--- src/verilog/sfpl_pkg.sv ---
// constants and carrier types shared by the status word and page latch block
package sfpl_pkg;
	// upper status byte bit positions
	localparam int unsigned UPPER_SENSE_POS = 7;
	localparam int unsigned UPPER_FLAG_POS = 6;
	localparam int unsigned UPPER_BLOCK_POS = 5;
	// lower status byte bit positions
	localparam int unsigned LOWER_CC_HI_POS = 7;
	localparam int unsigned LOWER_CC_LO_POS = 6;
	localparam int unsigned LOWER_HALF_POS = 5;
	localparam int unsigned LOWER_BANK_POS = 4;
	localparam int unsigned LOWER_WC_POS = 3;
	localparam int unsigned LOWER_OVF_POS = 2;
	localparam int unsigned LOWER_CMP_POS = 1;
	localparam int unsigned LOWER_CARRY_POS = 0;
	// writable bits of the upper byte: flag, block, level counter
	localparam logic [7:0] UPPER_WRITE_MASK = 8'h67;
	localparam logic [7:0] UPPER_RESET = 8'h00;
	localparam logic [7:0] LOWER_RESET = 8'h00;
	localparam logic [1:0] PAGE_RESET = 2'h0;
	localparam logic [1:0] PAGE_ZERO = 2'h0;
	localparam logic [1:0] CC_POSITIVE = 2'h1;
	localparam logic [1:0] CC_ZERO = 2'h0;
	localparam logic [1:0] CC_NEGATIVE = 2'h2;
	localparam int unsigned OFFSET_BITS = 13;
	localparam int unsigned PAGE_BITS = 2;
	localparam int unsigned FULL_ADDR_BITS = 15;
	localparam int unsigned PAGE_BYTES = 8192;

	typedef enum logic [3:0] {
		SFPL_OP_NONE = 4'h0,
		SFPL_OP_LOAD = 4'h1,
		SFPL_OP_ADD = 4'h2,
		SFPL_OP_SUB = 4'h3,
		SFPL_OP_CMP = 4'h4,
		SFPL_OP_ROR = 4'h5,
		SFPL_OP_ROL = 4'h6
	} sfpl_alu_op_type;

	typedef enum logic [2:0] {
		SFPL_PSW_NONE = 3'h0,
		SFPL_PSW_LOAD = 3'h1,
		SFPL_PSW_PRESET = 3'h2,
		SFPL_PSW_CLEAR = 3'h3
	} sfpl_psw_op_type;

	typedef struct packed {
		sfpl_alu_op_type op;
		logic [7:0] a;
		logic [7:0] b;
	} sfpl_alu_req_type;

	typedef struct packed {
		logic [7:0] result;
		logic carry;
		logic half;
		logic ovf;
		logic [1:0] cc;
	} sfpl_alu_res_type;

	typedef struct packed {
		logic [1:0] page;
		logic [12:0] offset;
	} sfpl_addr_type;
endpackage : sfpl_pkg

--- src/verilog/sfpl_alu.sv ---
// combinational arithmetic core deriving result, carries, overflow and condition code
`timescale 1ns/100ps
module sfpl_alu (
	input wire sfpl_pkg::sfpl_alu_req_type req_in,
	input wire logic carry_in,
	input wire logic carry_use_in,
	input wire logic unsigned_cmp_in,
	output sfpl_pkg::sfpl_alu_res_type res_out
);
	logic [8:0] full;
	logic [4:0] low;
	logic cin;
	logic lt;
	logic eq;

	always_comb
	begin
		res_out = '0;
		full = 9'h000;
		low = 5'h00;
		lt = 1'b0;
		eq = 1'b0;
		cin = carry_use_in & carry_in;
		case (req_in.op)
			sfpl_pkg::SFPL_OP_ADD:
			begin
				full = {1'b0, req_in.a} + {1'b0, req_in.b} + {8'h00, cin};
				low = {1'b0, req_in.a[3:0]} + {1'b0, req_in.b[3:0]} + {4'h0, cin};
				res_out.result = full[7:0];
				res_out.carry = full[8];
				res_out.half = low[4];
				res_out.ovf = (req_in.a[7] == req_in.b[7]) && (full[7] != req_in.a[7]);
			end
			sfpl_pkg::SFPL_OP_SUB:
			begin
				// clear carry means pending borrow when carry is used
				full = {1'b0, req_in.a} + {1'b0, ~req_in.b} + {8'h00, ~carry_use_in | carry_in};
				low = {1'b0, req_in.a[3:0]} + {1'b0, ~req_in.b[3:0]}
					+ {4'h0, ~carry_use_in | carry_in};
				res_out.result = full[7:0];
				res_out.carry = full[8];
				res_out.half = low[4];
				res_out.ovf = (req_in.a[7] != req_in.b[7]) && (full[7] != req_in.a[7]);
			end
			sfpl_pkg::SFPL_OP_CMP:
			begin
				eq = req_in.a == req_in.b;
				lt = unsigned_cmp_in ? (req_in.a < req_in.b)
					: ($signed(req_in.a) < $signed(req_in.b));
			end
			sfpl_pkg::SFPL_OP_ROR:
			begin
				res_out.result = {carry_use_in ? carry_in : req_in.a[0], req_in.a[7:1]};
				res_out.carry = carry_use_in ? req_in.a[0] : carry_in;
			end
			sfpl_pkg::SFPL_OP_ROL:
			begin
				res_out.result = {req_in.a[6:0], carry_use_in ? carry_in : req_in.a[7]};
				res_out.carry = carry_use_in ? req_in.a[7] : carry_in;
			end
			default:
			begin
				res_out.result = req_in.a;
			end
		endcase
		if (req_in.op == sfpl_pkg::SFPL_OP_ROR || req_in.op == sfpl_pkg::SFPL_OP_ROL)
		begin
			res_out.half = res_out.result[5];
			res_out.ovf = res_out.result[7] != req_in.a[7];
		end
		// never yields 11 here; only explicit status loads can
		if (req_in.op == sfpl_pkg::SFPL_OP_CMP)
			res_out.cc = eq ? sfpl_pkg::CC_ZERO
				: (lt ? sfpl_pkg::CC_NEGATIVE : sfpl_pkg::CC_POSITIVE);
		else
			res_out.cc = (res_out.result == 8'h00) ? sfpl_pkg::CC_ZERO
				: (res_out.result[7] ? sfpl_pkg::CC_NEGATIVE : sfpl_pkg::CC_POSITIVE);
	end
endmodule : sfpl_alu

--- src/verilog/sfpl_addr_mux.sv ---
// page latch and address line driver for the paged memory space
`timescale 1ns/100ps
module sfpl_addr_mux (
	input wire logic ref_clk_in,
	input wire logic rst_in,
	input wire logic [14:0] addr_in,
	input wire logic addr_valid_in,
	input wire logic branch_in,
	input wire logic indirect_in,
	input wire logic int_service_in,
	output sfpl_pkg::sfpl_addr_type addr_out,
	output logic [1:0] page_latch_out
);
	typedef struct packed {
		logic [1:0] page;
		sfpl_pkg::sfpl_addr_type bus;
	} sfpl_page_state_type;

	sfpl_page_state_type state_q;
	sfpl_page_state_type state_d;

	always_comb
	begin
		state_d = state_q;
		if (int_service_in)
			state_d.page = sfpl_pkg::PAGE_ZERO;
		else if (addr_valid_in && branch_in)
			state_d.page = addr_in[14:13];
		if (addr_valid_in)
		begin
			state_d.bus.offset = addr_in[12:0];
			// an indirect operand borrows the page lines for one access only
			state_d.bus.page = (branch_in || indirect_in) ? addr_in[14:13]
				: state_d.page;
		end
		else
			state_d.bus.page = state_d.page;
	end

	always_ff @(posedge ref_clk_in)
	begin
		if (rst_in)
			state_q <= {sfpl_pkg::PAGE_RESET, sfpl_pkg::PAGE_RESET, 13'h0000};
		else
			state_q <= state_d;
	end

	assign addr_out = state_q.bus;
	assign page_latch_out = state_q.page;
endmodule : sfpl_addr_mux

--- src/verilog/sfpl_status.sv ---
// status word, flag updates and page addressing of the processor core
// What this block does
// - sense bit shows the sense pin two sync flops late; status ops never change it
// - flag bit is a latch driving the flag output pin
// - block bit set ignores interrupts; accepting one sets the bit
// - return-and-enable clears the block bit
// - three level bits count up on subroutine call, down on return
// - register load or change sets code: positive 01, zero 00, negative 10
// - compare is unsigned when compare select is one, signed otherwise
// - compare gives 01 greater, 00 equal, 10 less
// - normal ops never make code 11; explicit lower loads may
// - add and subtract put bit three carry or borrow into half carry
// - rotate with carry use loads half carry from result bit five
// - bank pick chooses bank of registers one to three; register zero shared
// - add and subtract always update flags; carry enters only with carry use
// - rotate without carry use touches only register and code; with it nine bits
// - flagged rotate sets overflow when sign bit changes
// - overflow when like-signed operands give unlike-signed result
// - carry set on add carry or subtract without borrow
// - subtract with borrow treats clear carry as pending borrow
// - address space is four pages of 8192 bytes, 15 bits
// - low 13 address bits drive the offset lines
// - top two bits drive the page lines
// - reset clears page latch; branches load it from target top bits
// - indirect non-branch operand access uses its own page once only
// - interrupt service forces page zero
`timescale 1ns/100ps
module sfpl_status #(
	parameter int unsigned LEVEL_BITS = 3
) (
	input wire logic ref_clk_in,
	input wire logic rst_in,
	input wire logic sense_pin_in,
	input wire sfpl_pkg::sfpl_alu_req_type alu_req_in,
	input wire logic alu_to_reg_in,
	input wire sfpl_pkg::sfpl_psw_op_type upper_op_in,
	input wire sfpl_pkg::sfpl_psw_op_type lower_op_in,
	input wire logic [7:0] psw_data_in,
	input wire logic int_request_in,
	input wire logic call_in,
	input wire logic return_in,
	input wire logic return_enable_in,
	input wire logic [14:0] addr_in,
	input wire logic addr_valid_in,
	input wire logic branch_in,
	input wire logic indirect_in,
	input wire logic [1:0] reg_sel_in,
	output logic [7:0] upper_status_byte_out,
	output logic [7:0] lower_status_byte_out,
	output logic flag_pin_out,
	output logic int_accept_out,
	output logic [7:0] alu_result_out,
	output logic [2:0] reg_index_out,
	output logic [LEVEL_BITS-1:0] return_level_out,
	output logic [12:0] offset_lines_out,
	output logic page_line_low_out,
	output logic page_line_high_out
);
	typedef struct packed {
		logic sense_meta;
		logic sense_sync;
		logic flag;
		logic interrupt_block_bit;
		logic [LEVEL_BITS-1:0] level;
		logic [7:0] lower;
		logic [7:0] result;
	} sfpl_core_state_type;

	sfpl_core_state_type state_q;
	sfpl_core_state_type state_d;
	sfpl_pkg::sfpl_alu_res_type alu_res;
	sfpl_pkg::sfpl_addr_type addr_bus;
	logic [7:0] upper_now;
	logic [7:0] upper_new;
	logic int_take;
	logic flags_from_alu;
	logic rotate_op;

	sfpl_alu u_alu (
		.req_in(alu_req_in),
		.carry_in(state_q.lower[sfpl_pkg::LOWER_CARRY_POS]),
		.carry_use_in(state_q.lower[sfpl_pkg::LOWER_WC_POS]),
		.unsigned_cmp_in(state_q.lower[sfpl_pkg::LOWER_CMP_POS]),
		.res_out(alu_res)
	);

	sfpl_addr_mux u_addr (
		.ref_clk_in(ref_clk_in),
		.rst_in(rst_in),
		.addr_in(addr_in),
		.addr_valid_in(addr_valid_in),
		.branch_in(branch_in),
		.indirect_in(indirect_in),
		.int_service_in(int_take),
		.addr_out(addr_bus),
		.page_latch_out()
	);

	// reads see the synchronised pin level, two flops behind the pin
	always_comb
	begin
		upper_now = 8'h00;
		upper_now[sfpl_pkg::UPPER_SENSE_POS] = state_q.sense_sync;
		upper_now[sfpl_pkg::UPPER_FLAG_POS] = state_q.flag;
		upper_now[sfpl_pkg::UPPER_BLOCK_POS] = state_q.interrupt_block_bit;
		upper_now[LEVEL_BITS-1:0] = state_q.level;
	end

	assign rotate_op = (alu_req_in.op == sfpl_pkg::SFPL_OP_ROR)
		|| (alu_req_in.op == sfpl_pkg::SFPL_OP_ROL);
	assign flags_from_alu = (alu_req_in.op == sfpl_pkg::SFPL_OP_ADD)
		|| (alu_req_in.op == sfpl_pkg::SFPL_OP_SUB)
		|| (rotate_op && state_q.lower[sfpl_pkg::LOWER_WC_POS]);
	assign int_take = int_request_in && !state_q.interrupt_block_bit;

	always_comb
	begin
		state_d = state_q;
		state_d.sense_meta = sense_pin_in;
		state_d.sense_sync = state_q.sense_meta;
		case (upper_op_in)
			sfpl_pkg::SFPL_PSW_LOAD: upper_new = psw_data_in;
			sfpl_pkg::SFPL_PSW_PRESET: upper_new = upper_now | psw_data_in;
			sfpl_pkg::SFPL_PSW_CLEAR: upper_new = upper_now & ~psw_data_in;
			default: upper_new = upper_now;
		endcase
		// only flag, block and level bits are writable
		upper_new = (upper_new & sfpl_pkg::UPPER_WRITE_MASK)
			| (upper_now & ~sfpl_pkg::UPPER_WRITE_MASK);
		state_d.flag = upper_new[sfpl_pkg::UPPER_FLAG_POS];
		state_d.interrupt_block_bit = upper_new[sfpl_pkg::UPPER_BLOCK_POS];
		state_d.level = upper_new[LEVEL_BITS-1:0];
		if (call_in || int_take)
			state_d.level = state_d.level + 1'b1;
		else if (return_in || return_enable_in)
			state_d.level = state_d.level - 1'b1;
		if (return_enable_in)
			state_d.interrupt_block_bit = 1'b0;
		if (int_take)
			state_d.interrupt_block_bit = 1'b1;
		case (lower_op_in)
			sfpl_pkg::SFPL_PSW_LOAD: state_d.lower = psw_data_in;
			sfpl_pkg::SFPL_PSW_PRESET: state_d.lower = state_q.lower | psw_data_in;
			sfpl_pkg::SFPL_PSW_CLEAR: state_d.lower = state_q.lower & ~psw_data_in;
			default:
			begin
				if (alu_to_reg_in || alu_req_in.op == sfpl_pkg::SFPL_OP_CMP)
				begin
					state_d.lower[sfpl_pkg::LOWER_CC_HI_POS] = alu_res.cc[1];
					state_d.lower[sfpl_pkg::LOWER_CC_LO_POS] = alu_res.cc[0];
				end
				if (flags_from_alu)
				begin
					state_d.lower[sfpl_pkg::LOWER_HALF_POS] = alu_res.half;
					state_d.lower[sfpl_pkg::LOWER_OVF_POS] = alu_res.ovf;
					state_d.lower[sfpl_pkg::LOWER_CARRY_POS] = alu_res.carry;
				end
			end
		endcase
		if (alu_to_reg_in)
			state_d.result = alu_res.result;
	end

	always_ff @(posedge ref_clk_in)
	begin
		if (rst_in)
		begin
			state_q <= '0;
			state_q.lower <= sfpl_pkg::LOWER_RESET;
		end
		else
			state_q <= state_d;
	end

	always_comb
	begin
		// register zero sits outside the banks, index 0
		reg_index_out = (reg_sel_in == 2'h0) ? 3'h0
			: {state_q.lower[sfpl_pkg::LOWER_BANK_POS], reg_sel_in};
	end

	assign upper_status_byte_out = upper_now;
	assign lower_status_byte_out = state_q.lower;
	assign flag_pin_out = state_q.flag;
	assign int_accept_out = int_take;
	assign alu_result_out = state_q.result;
	assign return_level_out = state_q.level;
	assign offset_lines_out = addr_bus.offset;
	assign page_line_low_out = addr_bus.page[0];
	assign page_line_high_out = addr_bus.page[1];
endmodule : sfpl_status

--- config.mk ---
export PLATFORM = sky130hd
export DESIGN_NAME = sfpl_status
export DESIGN_NICKNAME = d
export VERILOG_FILES = /design/src/verilog/sfpl_pkg.sv /design/src/verilog/sfpl_alu.sv /design/src/verilog/sfpl_addr_mux.sv /design/src/verilog/sfpl_status.sv
export SDC_FILE = /design/constraint.sdc
export NUM_CORES = 1
export LEC_CHECK = 0
export ABC_AREA = 0
export BUFFER_PORTS_ARGS = -buffer_cell sky130_fd_sc_hd__buf_2
export CAP_MARGIN = 20
export CORE_MARGIN = 5
export CORE_UTILIZATION = 25
export CTS_CLUSTER_SIZE = 40
export DETAILED_ROUTE_END_ITERATION = 7
export GPL_TIMING_DRIVEN = 0
export PLACE_DENSITY = 0.52
export SYNTH_ARGS = -nofsm -noshare
export SYNTH_HDL_FRONTEND = slang
export SYNTH_SLANG_ARGS = --single-unit
--- constraint.sdc ---
create_clock -name ref_clk_in -period 3.45 [get_ports ref_clk_in]
set_input_delay 0.69 -clock ref_clk_in [delete_from_list [all_inputs] [get_ports ref_clk_in]]
set_output_delay 0.69 -clock ref_clk_in [all_outputs]
set_load 0.05 [all_outputs]
Word-level counts from Yosys, hierarchy flattened
Cells that the tools add are included.
{"block": "totals", "in_bits": 62, "ramBits": 0, "latch_bits": 0, "romBits": 0, "reg_bits": 40, "output_inout_bits": 47, "memories": 0, "elab_cells": 109}
{"block": "classes", "eq_ne": 19, "magnitude_cmp": 2, "shifts": 0, "mul": 0, "n_mux": 35, "n_div": 0, "n_addsub": 10, "n_reduce_logical": 19, "n_bitwise": 11}
{"op": "case mux 8 bit (5 select lines)", "n": 1}
{"op": "2-to-1 mux 2 bit", "n": 11}
{"op": "case mux 7 bit (3 select lines)", "n": 1}
{"op": "adder 8 x 8 -> 9 bit", "n": 2}
{"op": "adder 9 x 1 -> 9 bit", "n": 2}
{"op": "< comparator 8 bit", "n": 2}
{"op": "NOT 8 bit", "n": 2}
{"op": "equality test 3 x 2 -> 1 bit (second input constant)", "n": 4}
{"op": "equality test 4 x 3 -> 1 bit (second input constant)", "n": 3}
{"op": "2-to-1 mux 1 bit", "n": 12}
{"op": "adder 4 x 4 -> 5 bit", "n": 2}
{"op": "adder 5 x 1 -> 5 bit", "n": 2}
{"op": "!= test 5 x 2 -> 1 bit (second input constant)", "n": 2}
{"op": "2-to-1 mux 3 bit", "n": 3}
{"op": "case mux 1 bit (3 select lines)", "n": 3}
{"op": "case mux 3 bit (3 select lines)", "n": 1}
{"op": "AND 8 bit", "n": 1}
{"op": "equality test 4 x 2 -> 1 bit (second input constant)", "n": 2}
{"op": "equality test 8 bit", "n": 1}
{"op": "zero test 8 bit", "n": 1}
{"op": "bitwise OR 8 bit", "n": 1}
{"op": "nonzero test 4 bit", "n": 2}
{"op": "AND 7 bit", "n": 1}
{"op": "logical OR 1 bit", "n": 7}
{"op": "19 further kinds", "n": 27}

Depth between registers and ports, before layout
Gate-level depths: netlist of the first run.
{"block": "logic_depth", "word_depth": 9, "mapped_depth": 11, "mapped_depth_nobuf": 11}

Cells and area by module
From an unflattened synthesis of the first run, not the netlist that was laid out.
{"block": "hier_totals", "hier_cells": 423, "hier_area_um2": 3364.5}
{"module": "sfpl_alu", "area_each_um2": 1381.3, "cells_per_inst": 208, "instances": 1}
{"module": "sfpl_status", "area_each_um2": 1313.8, "cells_per_inst": 155, "instances": 1}
{"module": "sfpl_addr_mux", "area_each_um2": 669.4, "cells_per_inst": 60, "instances": 1}

Worst setup path before layout of the first run
No wires, ideal clock.
{"block": "synth_timing", "path_kind": "input port to flip-flop", "from": "in alu_req_in[8] (netlist bit)", "to": "reg state_q, in the netlist lower_status_byte_out[2]", "cell_stages": 9, "setup_time_ns": 0.076, "path_slack_ns": 0.564, "t_required_ns": 3.374, "path_buffers": 0, "arrival_time_ns": 2.811, "cell_sequence": "inv_1 -> fa_1 -> o21ba_1 -> or4_4 -> a211o_1 -> nand3_1 -> nand4_1 -> a2111o_1 -> o22ai_1"}
{"block": "synth_via", "elab_chain_len": 8, "elab_cells_between_ends": 15, "cone_classes": "add/sub: 4; eq/ne: 3; mux: 6; reduce/logical: 2"}
{"item": "start: declaration", "line_no": "sfpl_status.sv:34", "source": "input wire sfpl_pkg::sfpl_alu_req_type alu_req_in,"}
{"item": "adder 8 x 8 -> 9 bit, on equally long branches", "line_no": "sfpl_alu.sv:37, sfpl_alu.sv:27"}
{"item": "adder 9 x 1 -> 9 bit, on equally long branches", "line_no": "sfpl_alu.sv:37, sfpl_alu.sv:27"}
{"item": "!= test 1 bit, on equally long branches", "line_no": "sfpl_alu.sv:43, sfpl_alu.sv:32"}
{"item": "logical AND 1 bit, on equally long branches", "line_no": "sfpl_alu.sv:43, sfpl_alu.sv:32"}
{"item": "case mux 2 bit (2 select lines)", "line_no": "sfpl_alu.sv:24", "source": "case (req_in.op)"}
{"item": "2-to-1 mux 2 bit *", "line_no": "sfpl_alu.sv:66", "source": "if (req_in.op == sfpl_pkg::SFPL_OP_ROR || req_in.op == sfpl_pkg::SFPL_OP_ROL)"}
{"item": "2-to-1 mux 1 bit *", "line_no": "sfpl_status.sv:152", "source": "if (flags_from_alu)"}
{"item": "case mux 1 bit (3 select lines) *", "line_no": "sfpl_status.sv:141", "source": "case (lower_op_in)"}
{"item": "end signal: assignment", "line_no": "sfpl_status.sv:172", "source": "state_q <= state_d;"}
{"item": "end: declaration", "line_no": "sfpl_status.sv:69", "source": "sfpl_core_state_type state_q;"}
Every way passes the cells marked *; elsewhere a longest branch is shown, timed or not. The select of a mux whose other input is x is not followed.
A chain may end at the register's enable or synchronous reset.

Worst setup path in the final report of the first run
{"block": "layout_timing", "from": "in alu_req_in[8] (netlist bit)", "to": "reg state_q, in the netlist lower_status_byte_out[7]"}
{"block": "layout_via", "elab_chain_len": 8, "elab_cells_between_ends": 20, "cone_classes": "add/sub: 4; order compare: 2; eq/ne: 1; mux: 12; reduce/logical: 1"}
{"item": "adder 8 x 8 -> 9 bit (tied with other cells)", "line_no": "sfpl_alu.sv:37", "source": "full = {1'b0, req_in.a} + {1'b0, ~req_in.b} + {8'h00, ~carry_use_in | carry_in};"}
{"item": "adder 9 x 1 -> 9 bit (tied with other cells)", "line_no": "sfpl_alu.sv:37"}
{"item": "case mux 8 bit (5 select lines) / 2-to-1 mux 1 bit (equally long branches)", "line_no": "sfpl_alu.sv:24"}
{"item": "zero test 8 bit (tied with other cells)", "line_no": "sfpl_alu.sv:76", "source": "res_out.cc = (res_out.result == 8'h00) ? sfpl_pkg::CC_ZERO"}
{"item": "2-to-1 mux 2 bit, on equally long branches", "line_no": "sfpl_alu.sv:76, sfpl_alu.sv:73"}
{"item": "2-to-1 mux 2 bit *", "line_no": "sfpl_alu.sv:72", "source": "if (req_in.op == sfpl_pkg::SFPL_OP_CMP)"}
{"item": "2-to-1 mux 2 bit *", "line_no": "sfpl_status.sv:147", "source": "if (alu_to_reg_in || alu_req_in.op == sfpl_pkg::SFPL_OP_CMP)"}
{"item": "case mux 3 bit (3 select lines) *", "line_no": "sfpl_status.sv:141"}
Marks and branches as above.

==> summary.md, run 1 <==
## Drt
* 5 — number of iterations in the first detailed-routing pass
* 0 — Antenna Violating Nets Remaining
* 0 — Post-route DRC
* 3,410 — total via count after detailed routing
* 15.4 um — post-detailed-route wirelength per cell
* 338 — violation count after the first detailed-routing iteration
* 4.93 — per-cell via count in the routed design
* 10.7 mm — Total Wirelength

## Floorplanning
* 25.4% — effective utilization at floorplan
* 41 — Placement Rows
* 109 — boundary pin count
* 123 um — y dimension of the die
* 123 um — Chip Width
* 12,600 um^2 — Floorplan Core Area
* 15,100 um^2 — area of the die

## STA
* 312 MHz — achievable clock frequency
* 0 — final count of negative-setup-slack endpoints
* 92.8% — post-route fraction of the period consumed by the critical path
* 0 — max-slew violation count
* 51.2% — worst-case headroom to the max-slew limit
* 0.249 ns — crit path setup slack, layout
* 0 — number of endpoints with negative hold slack in the final report
* 3.20 ns — fin crit period
* no — setup repair after global routing missed its margin
* 0.00990 ns — setup skew after layout
* 0.731 ns — measured slew at the worst slew-check pin

## Placed design
* 8.55 mm — HPWL after detailed placement
* 0.886 — gp weighted congestion
* -0.00940 ns — pre-CTS setup slack
* 103 — number of buffer cells added on primary ports

## Status
* complete, no violations — run status

## GRT
* 14 — largest net degree at the start of global routing
* 0 — global route total overflow
* 13.8% — overall track demand over capacity in global routing
* 16.6 mm — wire length of the first global-routing pass
* 3,289 — vias in the first global route
* 0 — antenna violations before repair

## Synthesis
* 0% — Async S/R FF share, synth
* 65 — number of distinct standard cells referenced by the synthesized netlist
* 0 — total number of yosys warnings
* dfxtp_1 — Synth Flop Type
* 25.1% — share of synthesized area occupied by flip-flops and latches
* 407 — synthesized instance count
* 7.84 um^2 — Mean Syn Cell Area
* 0 — number of synthesized flops with an enable pin
* 40 — #FFs+latches synth
* 3190 um^2 — Cell Area, Synth

## Hold path
* reg2reg — kind of path behind the tightest hold check

## Clocking
* clkbuf_16 — cell at the root of the clock tree
* 40 — clk sink count
* 2 — H-Tree Depth
* built — TritonCTS clock tree
* 0 — post-cts resize count
* 0 — post-CTS setup repair buffer count
* 0.07 ns — clock transition at the registers of the reported paths
* 0 — Post-CTS Hold Buffers
* 0.29 ns — Skew-Pair Late Insertion Delay
* 5 — TritonCTS buffer count
* 2 — clock buffer depth

## Final layout
* 2090 um^2 — footprint of the multi-input gates
* 1,366 — Filler cells
* buf_2 — most common library cell in the layout ignoring fill and taps
* 801 um^2 — area taken by flip-flops and latches
* 26.6% — fraction of final layout cells sized beyond drive strength 1
* 29.8% — area growth from synthesis to layout
* buf_2 (105), nor2_1 (47), dfxtp_1 (40) — most frequent cells in the layout
* 602 — Net count, final
* 32.9% — final core occ
* 0 — ant diodes

## Power
* 1.93 nW — leakage dissipation
* 267 uV — peak supply drop
* 436 nW/um^2 — P per Cell Area

## Worst setup path
* 0.45 ns — Worst path max stage delay
* compound AO/OA/AOI/OAI gates — critical path's top delay family
* flip-flop — endpoint kind of the worst setup timing path
* 3.63 ns — required time worst endpoint
* 5 — critical path peak fanout
* 3.38 ns — WP data arrival
* 0.37 ns — R2R setup slack
* 2 — number of buffers and inverters on the critical path
* fa_1 — Slowest cell on crit path
* o221ai_1 — most numerous cell on the critical path
* in2reg — type of the worst setup path
* input port — kind of start point of the critical path
* buf_2 > inv_1 > fa_1 > o21ba_1 > or4_4 > a211oi_1 > nor3_1 > o221ai_1 > o221ai_1 > o311a_1 — sequence of cells on the critical path

## Run
* 0 — max_cap viols

-- state kept, by name, summed over array words and instances, names as in the netlist --
name                   flops
alu_result_out             8
flag_pin_out               1
lower_status_byte_out      8
return_level_out           3
state_d                    1
u_addr.addr_out           15
u_addr.page_latch_out      2
upper_status_byte_out      2
-- synth_stat cells (2+ instances only) --
| cell type | count | area [um^2] |
|---|---|---|
| nor2_1 | 47 | 176 |
| dfxtp_1 | 40 | 801 |
| a21oi_1 | 33 | 165 |
| inv_1 | 28 | 105 |
| nand2_1 | 24 | 90.1 |
| o21ai_0 | 24 | 120 |
| mux2i_1 | 22 | 220 |
| ha_1 | 18 | 225 |
| buf_4 | 17 | 128 |
| nor2b_1 | 12 | 75.1 |
| clkbuf_1 | 10 | 37.5 |
| nor3_1 | 9 | 45.0 |
| nand3_1 | 8 | 40.0 |
| a211oi_1 | 7 | 52.6 |
| a22oi_1 | 7 | 52.6 |
| o22ai_1 | 7 | 43.8 |
| nand2b_1 | 6 | 37.5 |
| xnor2_1 | 5 | 43.8 |
| a222oi_1 | 4 | 40.0 |
| fa_1 | 4 | 80.1 |
| nand4_1 | 4 | 25.0 |
| o211ai_1 | 4 | 30.0 |
| o21a_1 | 4 | 30.0 |
| o221ai_1 | 4 | 35.0 |
| a211o_1 | 3 | 26.3 |
| a21o_1 | 3 | 22.5 |
| a311oi_1 | 3 | 26.3 |
| a31oi_1 | 3 | 18.8 |
| and2_1 | 3 | 18.8 |
| a22o_1 | 2 | 17.5 |
| a32o_1 | 2 | 20.0 |
| and3_1 | 2 | 12.5 |
| buf_1 | 2 | 7.51 |
| buf_2 | 2 | 10.0 |
| nand3b_1 | 2 | 15.0 |
| nor4bb_1 | 2 | 20.0 |
| o311a_1 | 2 | 20.0 |
-- kinds of logic (layout without fill, tap and decap cells) --
kind of cell               after synthesis  count (layout)  share of synthesized area, %
other                                    1               2                         0.118
AOI/OAI and AO/OA                      127             127                          26.9
adders and majority gates               22              22                          9.57
DFF                                     40              40                          25.1
muxes                                   23              23                          7.25
buffers and inverters                   60             171                          9.37
xor gates and xnor gates                 6               6                          1.65
and+or+nand+nor                        128             128                          20.1
-- path summary, 6_finish.rpt --
path / start / end / depth (start not counted)
setup / recovery: alu_req_in[8] / lower_status_byte_out[7] / 10
hold / removal: state_d[21] / upper_status_byte_out[7] / 1
setup reg to reg: lower_status_byte_out[3] / lower_status_byte_out[7] / 9
hold reg to reg: state_d[21] / upper_status_byte_out[7] / 1
-- area by class of cell --
| cell class | count | share of cell area, % |
|---|---|---|
| multi-input cells | 308 | 50.6 |
| inverters | 28 | 2.54 |
| clock buffers | 5 | 3.02 |
| well taps | 172 | 5.20 |
| flip-flops and latches | 40 | 19.3 |
| plain buffers | 32 | 4.68 |
| repair buffers | 103 | 12.5 |
| clock inverters | 3 | 2.18 |
-- per-stage QoR --
| stage | std cells | hold slack (ns) | setup TNS (ns) | power (W) | area, um^2 |
|---|---|---|---|---|---|
| after floorplan | 408 | 0.414 | 0 | 0.000954 | 3190 |
| after global placement | 683 | 0.421 | 0 | 0.00112 | 3930 |
| after detailed placement | 683 | 0.456 | -0.00940 | 0.00113 | 3930 |
| after CTS | 691 | 0.460 | 0 | 0.00182 | 4140 |
| after global routing | 691 | 0.466 | 0 | 0.00190 | 4140 |
| final | 691 | 0.460 | 0 | 0.00180 | 4140 |
-- layer usage --
| layer | track usage, % | part of all wire [%] |
|---|---|---|
| met1 | 18.5 | 45 |
| met2 | 22.5 | 45 |
| met3 | 3.71 | 7.6 |
| met4 | 2.70 | 1.7 |
| met5 | 0 | 0 |
-- power by group --
group | switching, W | internal, W
logic | 0.000395 | 0.000200
registers | 0.0000248 | 0.000497
clock network | 0.000200 | 0.000488
(Power assumes the default switching activity.)
==> inputs of run 2 (changes only) <==
--- a/config.mk
+++ b/config.mk
@@ -10,10 +10,12 @@
 export CAP_MARGIN = 20
 export CORE_MARGIN = 5
 export CORE_UTILIZATION = 25
+export CTS_BUF_LIST = sky130_fd_sc_hd__clkbuf_8
 export CTS_CLUSTER_SIZE = 40
 export DETAILED_ROUTE_END_ITERATION = 7
 export GPL_TIMING_DRIVEN = 0
 export PLACE_DENSITY = 0.52
+export SLEW_MARGIN = 15
 export SYNTH_ARGS = -nofsm -noshare
 export SYNTH_HDL_FRONTEND = slang
 export SYNTH_SLANG_ARGS = --single-unit
==> summary.md, run 2 (synthesis gave the netlist of run 1 again) <==
## Drt
* 5 — number of iterations in the first detailed-routing pass, unchanged
* 0 — Antenna Violating Nets Remaining, unchanged
* 3,407 — total via count after detailed routing, was 3,410
* 15.4 um — post-detailed-route wirelength per cell, about the same
* 338 — violation count after the first detailed-routing iteration, unchanged
* 4.93 — per-cell via count in the routed design, about the same
* 10.6 mm — Total Wirelength, was 10.7 mm
* 0 — Post-route DRC, unchanged

## Floorplanning
* 25.4% — effective utilization at floorplan, unchanged
* 123 um — y dimension of the die, unchanged
* 15,100 um^2 — area of the die, unchanged
* 12,600 um^2 — Floorplan Core Area, unchanged
* 41 — Placement Rows, unchanged
* 123 um — Chip Width, unchanged
* 109 — boundary pin count, unchanged

## GRT
* 16.5 mm — wire length of the first global-routing pass, was 16.6 mm
* 13.7% — overall track demand over capacity in global routing, was 13.8%
* 3,294 — vias in the first global route, was 3,289
* 14 — largest net degree at the start of global routing, unchanged
* 0 — antenna violations before repair, unchanged
* 0 — global route total overflow, unchanged

## STA
* 3.17 ns — fin crit period, was 3.20 ns
* 91.8% — post-route fraction of the period consumed by the critical path, was 92.8%
* no — setup repair after global routing missed its margin, unchanged
* 51.5% — worst-case headroom to the max-slew limit, was 51.2%
* 316 MHz — achievable clock frequency, was 312 MHz
* 0 — final count of negative-setup-slack endpoints, unchanged
* 0.0141 ns — setup skew after layout, was 0.00990 ns
* 0 — number of endpoints with negative hold slack in the final report, unchanged
* 0.727 ns — measured slew at the worst slew-check pin, was 0.731 ns
* 0 — max-slew violation count, unchanged
* 0 ns — TNS Setup, unchanged

## Clocking
* 2 — clock buffer depth, unchanged
* 2 — H-Tree Depth, unchanged
* built — TritonCTS clock tree, unchanged
* 5 — TritonCTS buffer count, unchanged
* clkbuf_8 — cell at the root of the clock tree, was clkbuf_16
* 0.09 ns — clock transition at the registers of the reported paths, was 0.07 ns
* 0 — Post-CTS Hold Buffers, unchanged
* 0 — post-cts resize count, unchanged
* 0.30 ns — Skew-Pair Late Insertion Delay, was 0.29 ns
* 40 — clk sink count, unchanged
* 0 — post-CTS setup repair buffer count, unchanged

## Power
* 1.91 nW — leakage dissipation, was 1.93 nW
* 407 nW/um^2 — P per Cell Area, was 436 nW/um^2
* 202 uV — peak supply drop, was 267 uV

## Final layout
* 4080 um^2 — Final Instance Area, was 4140 um^2
* buf_2 (105), nor2_1 (47), dfxtp_1 (40) — most frequent cells in the layout, unchanged
* 26.6% — fraction of final layout cells sized beyond drive strength 1, unchanged
* buf_2 — most common library cell in the layout ignoring fill and taps, unchanged
* 1,374 — Filler cells, was 1,366
* 15 — flip-flop count of the largest register, all copies and words added, unchanged
* 602 — Net count, final, unchanged
* 2090 um^2 — footprint of the multi-input gates, unchanged
* 28.0% — area growth from synthesis to layout, was 29.8%
* 801 um^2 — area taken by flip-flops and latches, unchanged
* 0 — ant diodes, unchanged

## Placed design
* 3930 um^2 — post-placement cell area, unchanged
* 0.886 — gp weighted congestion, unchanged
* 8.55 mm — HPWL after detailed placement, unchanged
* 103 — number of buffer cells added on primary ports, unchanged

## Worst setup path
* lower_status_byte_out[7] — Critical R2R Capture, unchanged
* 0.37 ns — R2R setup slack, about the same
* alu_req_in[8] — CP startpoint, unchanged
* lower_status_byte_out[3] — reg-to-reg critical path startpoint, unchanged
* flip-flop — endpoint kind of the worst setup timing path, unchanged
* 3.65 ns — required time worst endpoint, was 3.63 ns
* 3.36 ns — WP data arrival, was 3.38 ns
* 5 — critical path peak fanout, unchanged
* in2reg — type of the worst setup path, unchanged
* lower_status_byte_out[7] — end of the critical path, unchanged
* 9 — FF-to-FF path depth, unchanged
* input port — kind of start point of the critical path, unchanged

## Status
* complete, no violations — run status, unchanged

## Hold path
* reg2reg — kind of path behind the tightest hold check, unchanged

## Run
* 0 — max_cap viols, unchanged

## run 2: cell count changes in the layout (fill, tap and decap cells not counted)
cell	delta
clkbuf_16	-5
clkbuf_8	+5
## run 2: worst min-delay path by stage
| stage | end | slack (ns) | cells after the start | from |
|---|---|---|---|---|
| floorplan | upper_status_byte_out[7] | 0.41 | 1 | state_d[21] |
| finish | upper_status_byte_out[7] | 0.46 | 1 | state_d[21] |
| CTS | upper_status_byte_out[7] | 0.46 | 1 | state_d[21] |
| global placement | upper_status_byte_out[7] | 0.42 | 1 | state_d[21] |
| global route | upper_status_byte_out[7] | 0.47 | 1 | state_d[21] |
| detailed placement | upper_status_byte_out[7] | 0.46 | 1 | state_d[21] |
## run 2: critical path, stage by stage
cell and delay [ns]:
buf_2 0.16, inv_1 0.14, fa_1 0.46, o21ba_1 0.22, or4_4 0.44, a211oi_1 0.36
nor3_1 0.12, o221ai_1 0.44, o221ai_1 0.17, o311a_1 0.15
## run 2: where the power goes
part	switching (W)	internal, W	leakage (nW)
sequential	0.0000246	0.000496	0.330
clock	0.000182	0.000362	0.0784
combinational	0.000395	0.000200	1.50
## run 2: per-layer routing
layer / share of wire [%] / global-route usage (%)
met4: 1.7 / 3.25
met5: 0 / 0
met3: 7.4 / 3.16
met1: 45 / 18.4
met2: 45 / 22.5
## run 2: area by class of cell
class / count / share of cell area [%]
Multi-Input combinational cell: 308 / 51.3
Timing Repair Buffer: 103 / 12.6
Buffer: 32 / 4.75
Clock buffer: 5 / 1.69
Inverter: 28 / 2.57
Sequential cell: 40 / 19.6
Clock inverter: 3 / 2.21
Tap cell: 172 / 5.27
## run 2: through the flow
step	total power, W	util [%]	setup slack [ns]	instances	hold slack (ns)
finish	0.00166	32.5	0.283	691	0.461
detailed placement	0.00113	31.2	-0.00940	683	0.456
global placement	0.00112	31.2	0.0221	683	0.421
global route	0.00176	32.5	0.0763	691	0.469
CTS	0.00168	32.5	0.306	691	0.463
floorplan	0.000954	-	0.564	408	0.414
==> inputs of run 3 (changes only) <==
--- a/config.mk
+++ b/config.mk
@@ -8,13 +8,17 @@
 export ABC_AREA = 0
 export BUFFER_PORTS_ARGS = -buffer_cell sky130_fd_sc_hd__buf_2
 export CAP_MARGIN = 20
+export CELL_PAD_IN_SITES_DETAIL_PLACEMENT = 1
+export CELL_PAD_IN_SITES_GLOBAL_PLACEMENT = 1
 export CORE_MARGIN = 5
 export CORE_UTILIZATION = 25
 export CTS_BUF_LIST = sky130_fd_sc_hd__clkbuf_8
 export CTS_CLUSTER_SIZE = 40
 export DETAILED_ROUTE_END_ITERATION = 7
 export GPL_TIMING_DRIVEN = 0
-export PLACE_DENSITY = 0.52
+export HOLD_SLACK_MARGIN = 0.15
+export PLACE_DENSITY = 0.65
+export SETUP_SLACK_MARGIN = 0.1
 export SLEW_MARGIN = 15
 export SYNTH_ARGS = -nofsm -noshare
 export SYNTH_HDL_FRONTEND = slang
==> summary.md, run 3 (synthesis gave the netlist of run 1 again) <==
## Drt
* 5 — number of iterations in the first detailed-routing pass, unchanged
* 0 — Antenna Violating Nets Remaining, unchanged
* 11.5 mm — Total Wirelength, was 10.6 mm
* 0 — Post-route DRC, unchanged
* 4.95 — per-cell via count in the routed design, was 4.93
* 3,418 — total via count after detailed routing, was 3,407
* 16.6 um — post-detailed-route wirelength per cell, was 15.4 um
* 199 — violation count after the first detailed-routing iteration, was 338

## GRT
* 14 — largest net degree at the start of global routing, unchanged
* 1 — antenna violations before repair, was 0
* 0 — global route total overflow, unchanged
* 18.0 mm — wire length of the first global-routing pass, was 16.5 mm
* 3,522 — vias in the first global route, was 3,294
* 15.0% — overall track demand over capacity in global routing, was 13.7%

## Placed design
* 3930 um^2 — post-placement cell area, unchanged
* 103 — number of buffer cells added on primary ports, unchanged
* 683 — number of placed cells counting well taps, unchanged
* 0.884 — gp weighted congestion, was 0.886
* 9.52 mm — HPWL after detailed placement, was 8.55 mm

## STA
* 0 — final count of negative-setup-slack endpoints, unchanged
* no — setup repair after global routing missed its margin, unchanged
* 0 — max-slew violation count, unchanged
* 54.5% — worst-case headroom to the max-slew limit, was 51.5%
* 0.00537 ns — setup skew after layout, was 0.0141 ns
* 89.2% — post-route fraction of the period consumed by the critical path, was 91.8%
* 0 — number of endpoints with negative hold slack in the final report, unchanged
* 0 ns — TNS Setup, unchanged
* 3.08 ns — fin crit period, was 3.17 ns
* 0.679 ns — measured slew at the worst slew-check pin, was 0.727 ns
* 325 MHz — achievable clock frequency, was 316 MHz

## Clocking
* 2 — clock buffer depth, unchanged
* 0.30 ns — Skew-Pair Late Insertion Delay, about the same
* clkbuf_8 — cell at the root of the clock tree, unchanged
* 40 — clk sink count, unchanged
* built — TritonCTS clock tree, unchanged
* 0 — Post-CTS Hold Buffers, unchanged
* 0.08 ns — clock transition at the registers of the reported paths, was 0.09 ns
* 2 — H-Tree Depth, unchanged
* 0 — post-CTS setup repair buffer count, unchanged
* 5 — TritonCTS buffer count, unchanged

## Status
* complete, no violations — run status, unchanged

## Power
* 1.89 nW — leakage dissipation, was 1.91 nW
* 192 uV — peak supply drop, was 202 uV
* 381 nW/um^2 — P per Cell Area, was 407 nW/um^2

## Worst setup path
* 3.26 ns — WP data arrival, was 3.36 ns
* 0.46 ns — R2R setup slack, was 0.37 ns
* 9 — FF-to-FF path depth, unchanged
* lower_status_byte_out[7] — Critical R2R Capture, unchanged
* flip-flop — endpoint kind of the worst setup timing path, unchanged
* in2reg — type of the worst setup path, unchanged
* 3.63 ns — required time worst endpoint, was 3.65 ns
* lower_status_byte_out[0] — reg-to-reg critical path startpoint, was lower_status_byte_out[3]
* alu_req_in[8] — CP startpoint, unchanged
* input port — kind of start point of the critical path, unchanged
* 5 — critical path peak fanout, unchanged

## Final layout
* 602 — Net count, final, unchanged
* 691 — non-filler instance count after layout, unchanged
* 26.8% — fraction of final layout cells sized beyond drive strength 1, was 26.6%
* 0 — ant diodes, unchanged
* buf_2 (105), nor2_1 (47), dfxtp_1 (40) — most frequent cells in the layout, unchanged
* buf_2 — most common library cell in the layout ignoring fill and taps, unchanged
* 32.2% — final core occ, was 32.5%
* 1,571 — Filler cells, was 1,374
* 15 — flip-flop count of the largest register, all copies and words added, unchanged
* 4050 um^2 — Final Instance Area, was 4080 um^2
* 27.0% — area growth from synthesis to layout, was 28.0%

## Hold path
* upper_status_byte_out[7] — worst min-delay path endpoint, unchanged
* state_d[21] — HP Start, unchanged
* 1 — count of cells along the worst hold path, unchanged
* reg2reg — kind of path behind the tightest hold check, unchanged

## Floorplanning
* 15,100 um^2 — area of the die, unchanged
* 12,600 um^2 — Floorplan Core Area, unchanged
* 41 — Placement Rows, unchanged
* 25.4% — effective utilization at floorplan, unchanged
* 123 um — y dimension of the die, unchanged
* 123 um — Chip Width, unchanged
* 109 — boundary pin count, unchanged

## Run
* 0 — max_cap viols, unchanged

[run 3: what timing repair did]
item                                   4_1_cts  5_1_grt
resized for setup                            0        1
setup endpoints to repair                    0        1
endpoints found under the hold margin        0        0
[run 3: layout make-up]
class,instances,area [um^2],share of cell area [%]
Tap cell,172,215,5.31
Inverter,28,105,2.59
Clock inverter,2,38.8,0.957
Buffer,32,194,4.79
Clock buffer,6,82.6,2.04
Sequential cell,40,801,19.8
Multi-Input combinational cell,308,2100,51.8
Timing Repair Buffer,103,515,12.7
[run 3: critical path, cell delays in order]
cell	delay, ns
buf_2	0.16
inv_1	0.13
fa_1	0.45
o21ba_1	0.23
or4_4	0.44
a211oi_1	0.39
nor3_1	0.12
o221ai_1	0.34
o221ai_1	0.16
o311a_1	0.15
[run 3: where the power goes]
group	total, W	switching, W	internal (W)
Sequential	0.000518	0.0000220	0.000496
Clock	0.000418	0.000181	0.000237
Combinational	0.000607	0.000406	0.000202
Total	0.00154	0.000609	0.000935
[run 3: routing by layer]
metal / track usage (%) / up-vias / share of wire (%)
met4: 2.91 / 2 / 1.5
met3: 2.15 / 15 / 5.0
met2: 25.7 / 89 / 48
met5: 0 / - / 0.096
li1: - / 1672 / -
met1: 20.1 / 1640 / 45
[run 3: stage by stage]
stage / setup slack, ns / total power, W / hold slack, ns
detailed placement: 0.0112 / 0.00114 / 0.431
finish: 0.373 / 0.00154 / 0.450
global route: 0.252 / 0.00163 / 0.481
CTS: 0.326 / 0.00156 / 0.450
global placement: 0.0779 / 0.00112 / 0.425
floorplan: 0.564 / 0.000954 / 0.414
[run 3: worst max-delay path by stage]
stage,end,cells after the start,slack (ns)
floorplan,lower_status_byte_out[2],9,0.56
global placement,lower_status_byte_out[6],11,0.08
detailed placement,lower_status_byte_out[6],11,0.01
CTS,lower_status_byte_out[6],11,0.33
global route,lower_status_byte_out[6],11,0.25
finish,lower_status_byte_out[7],10,0.37
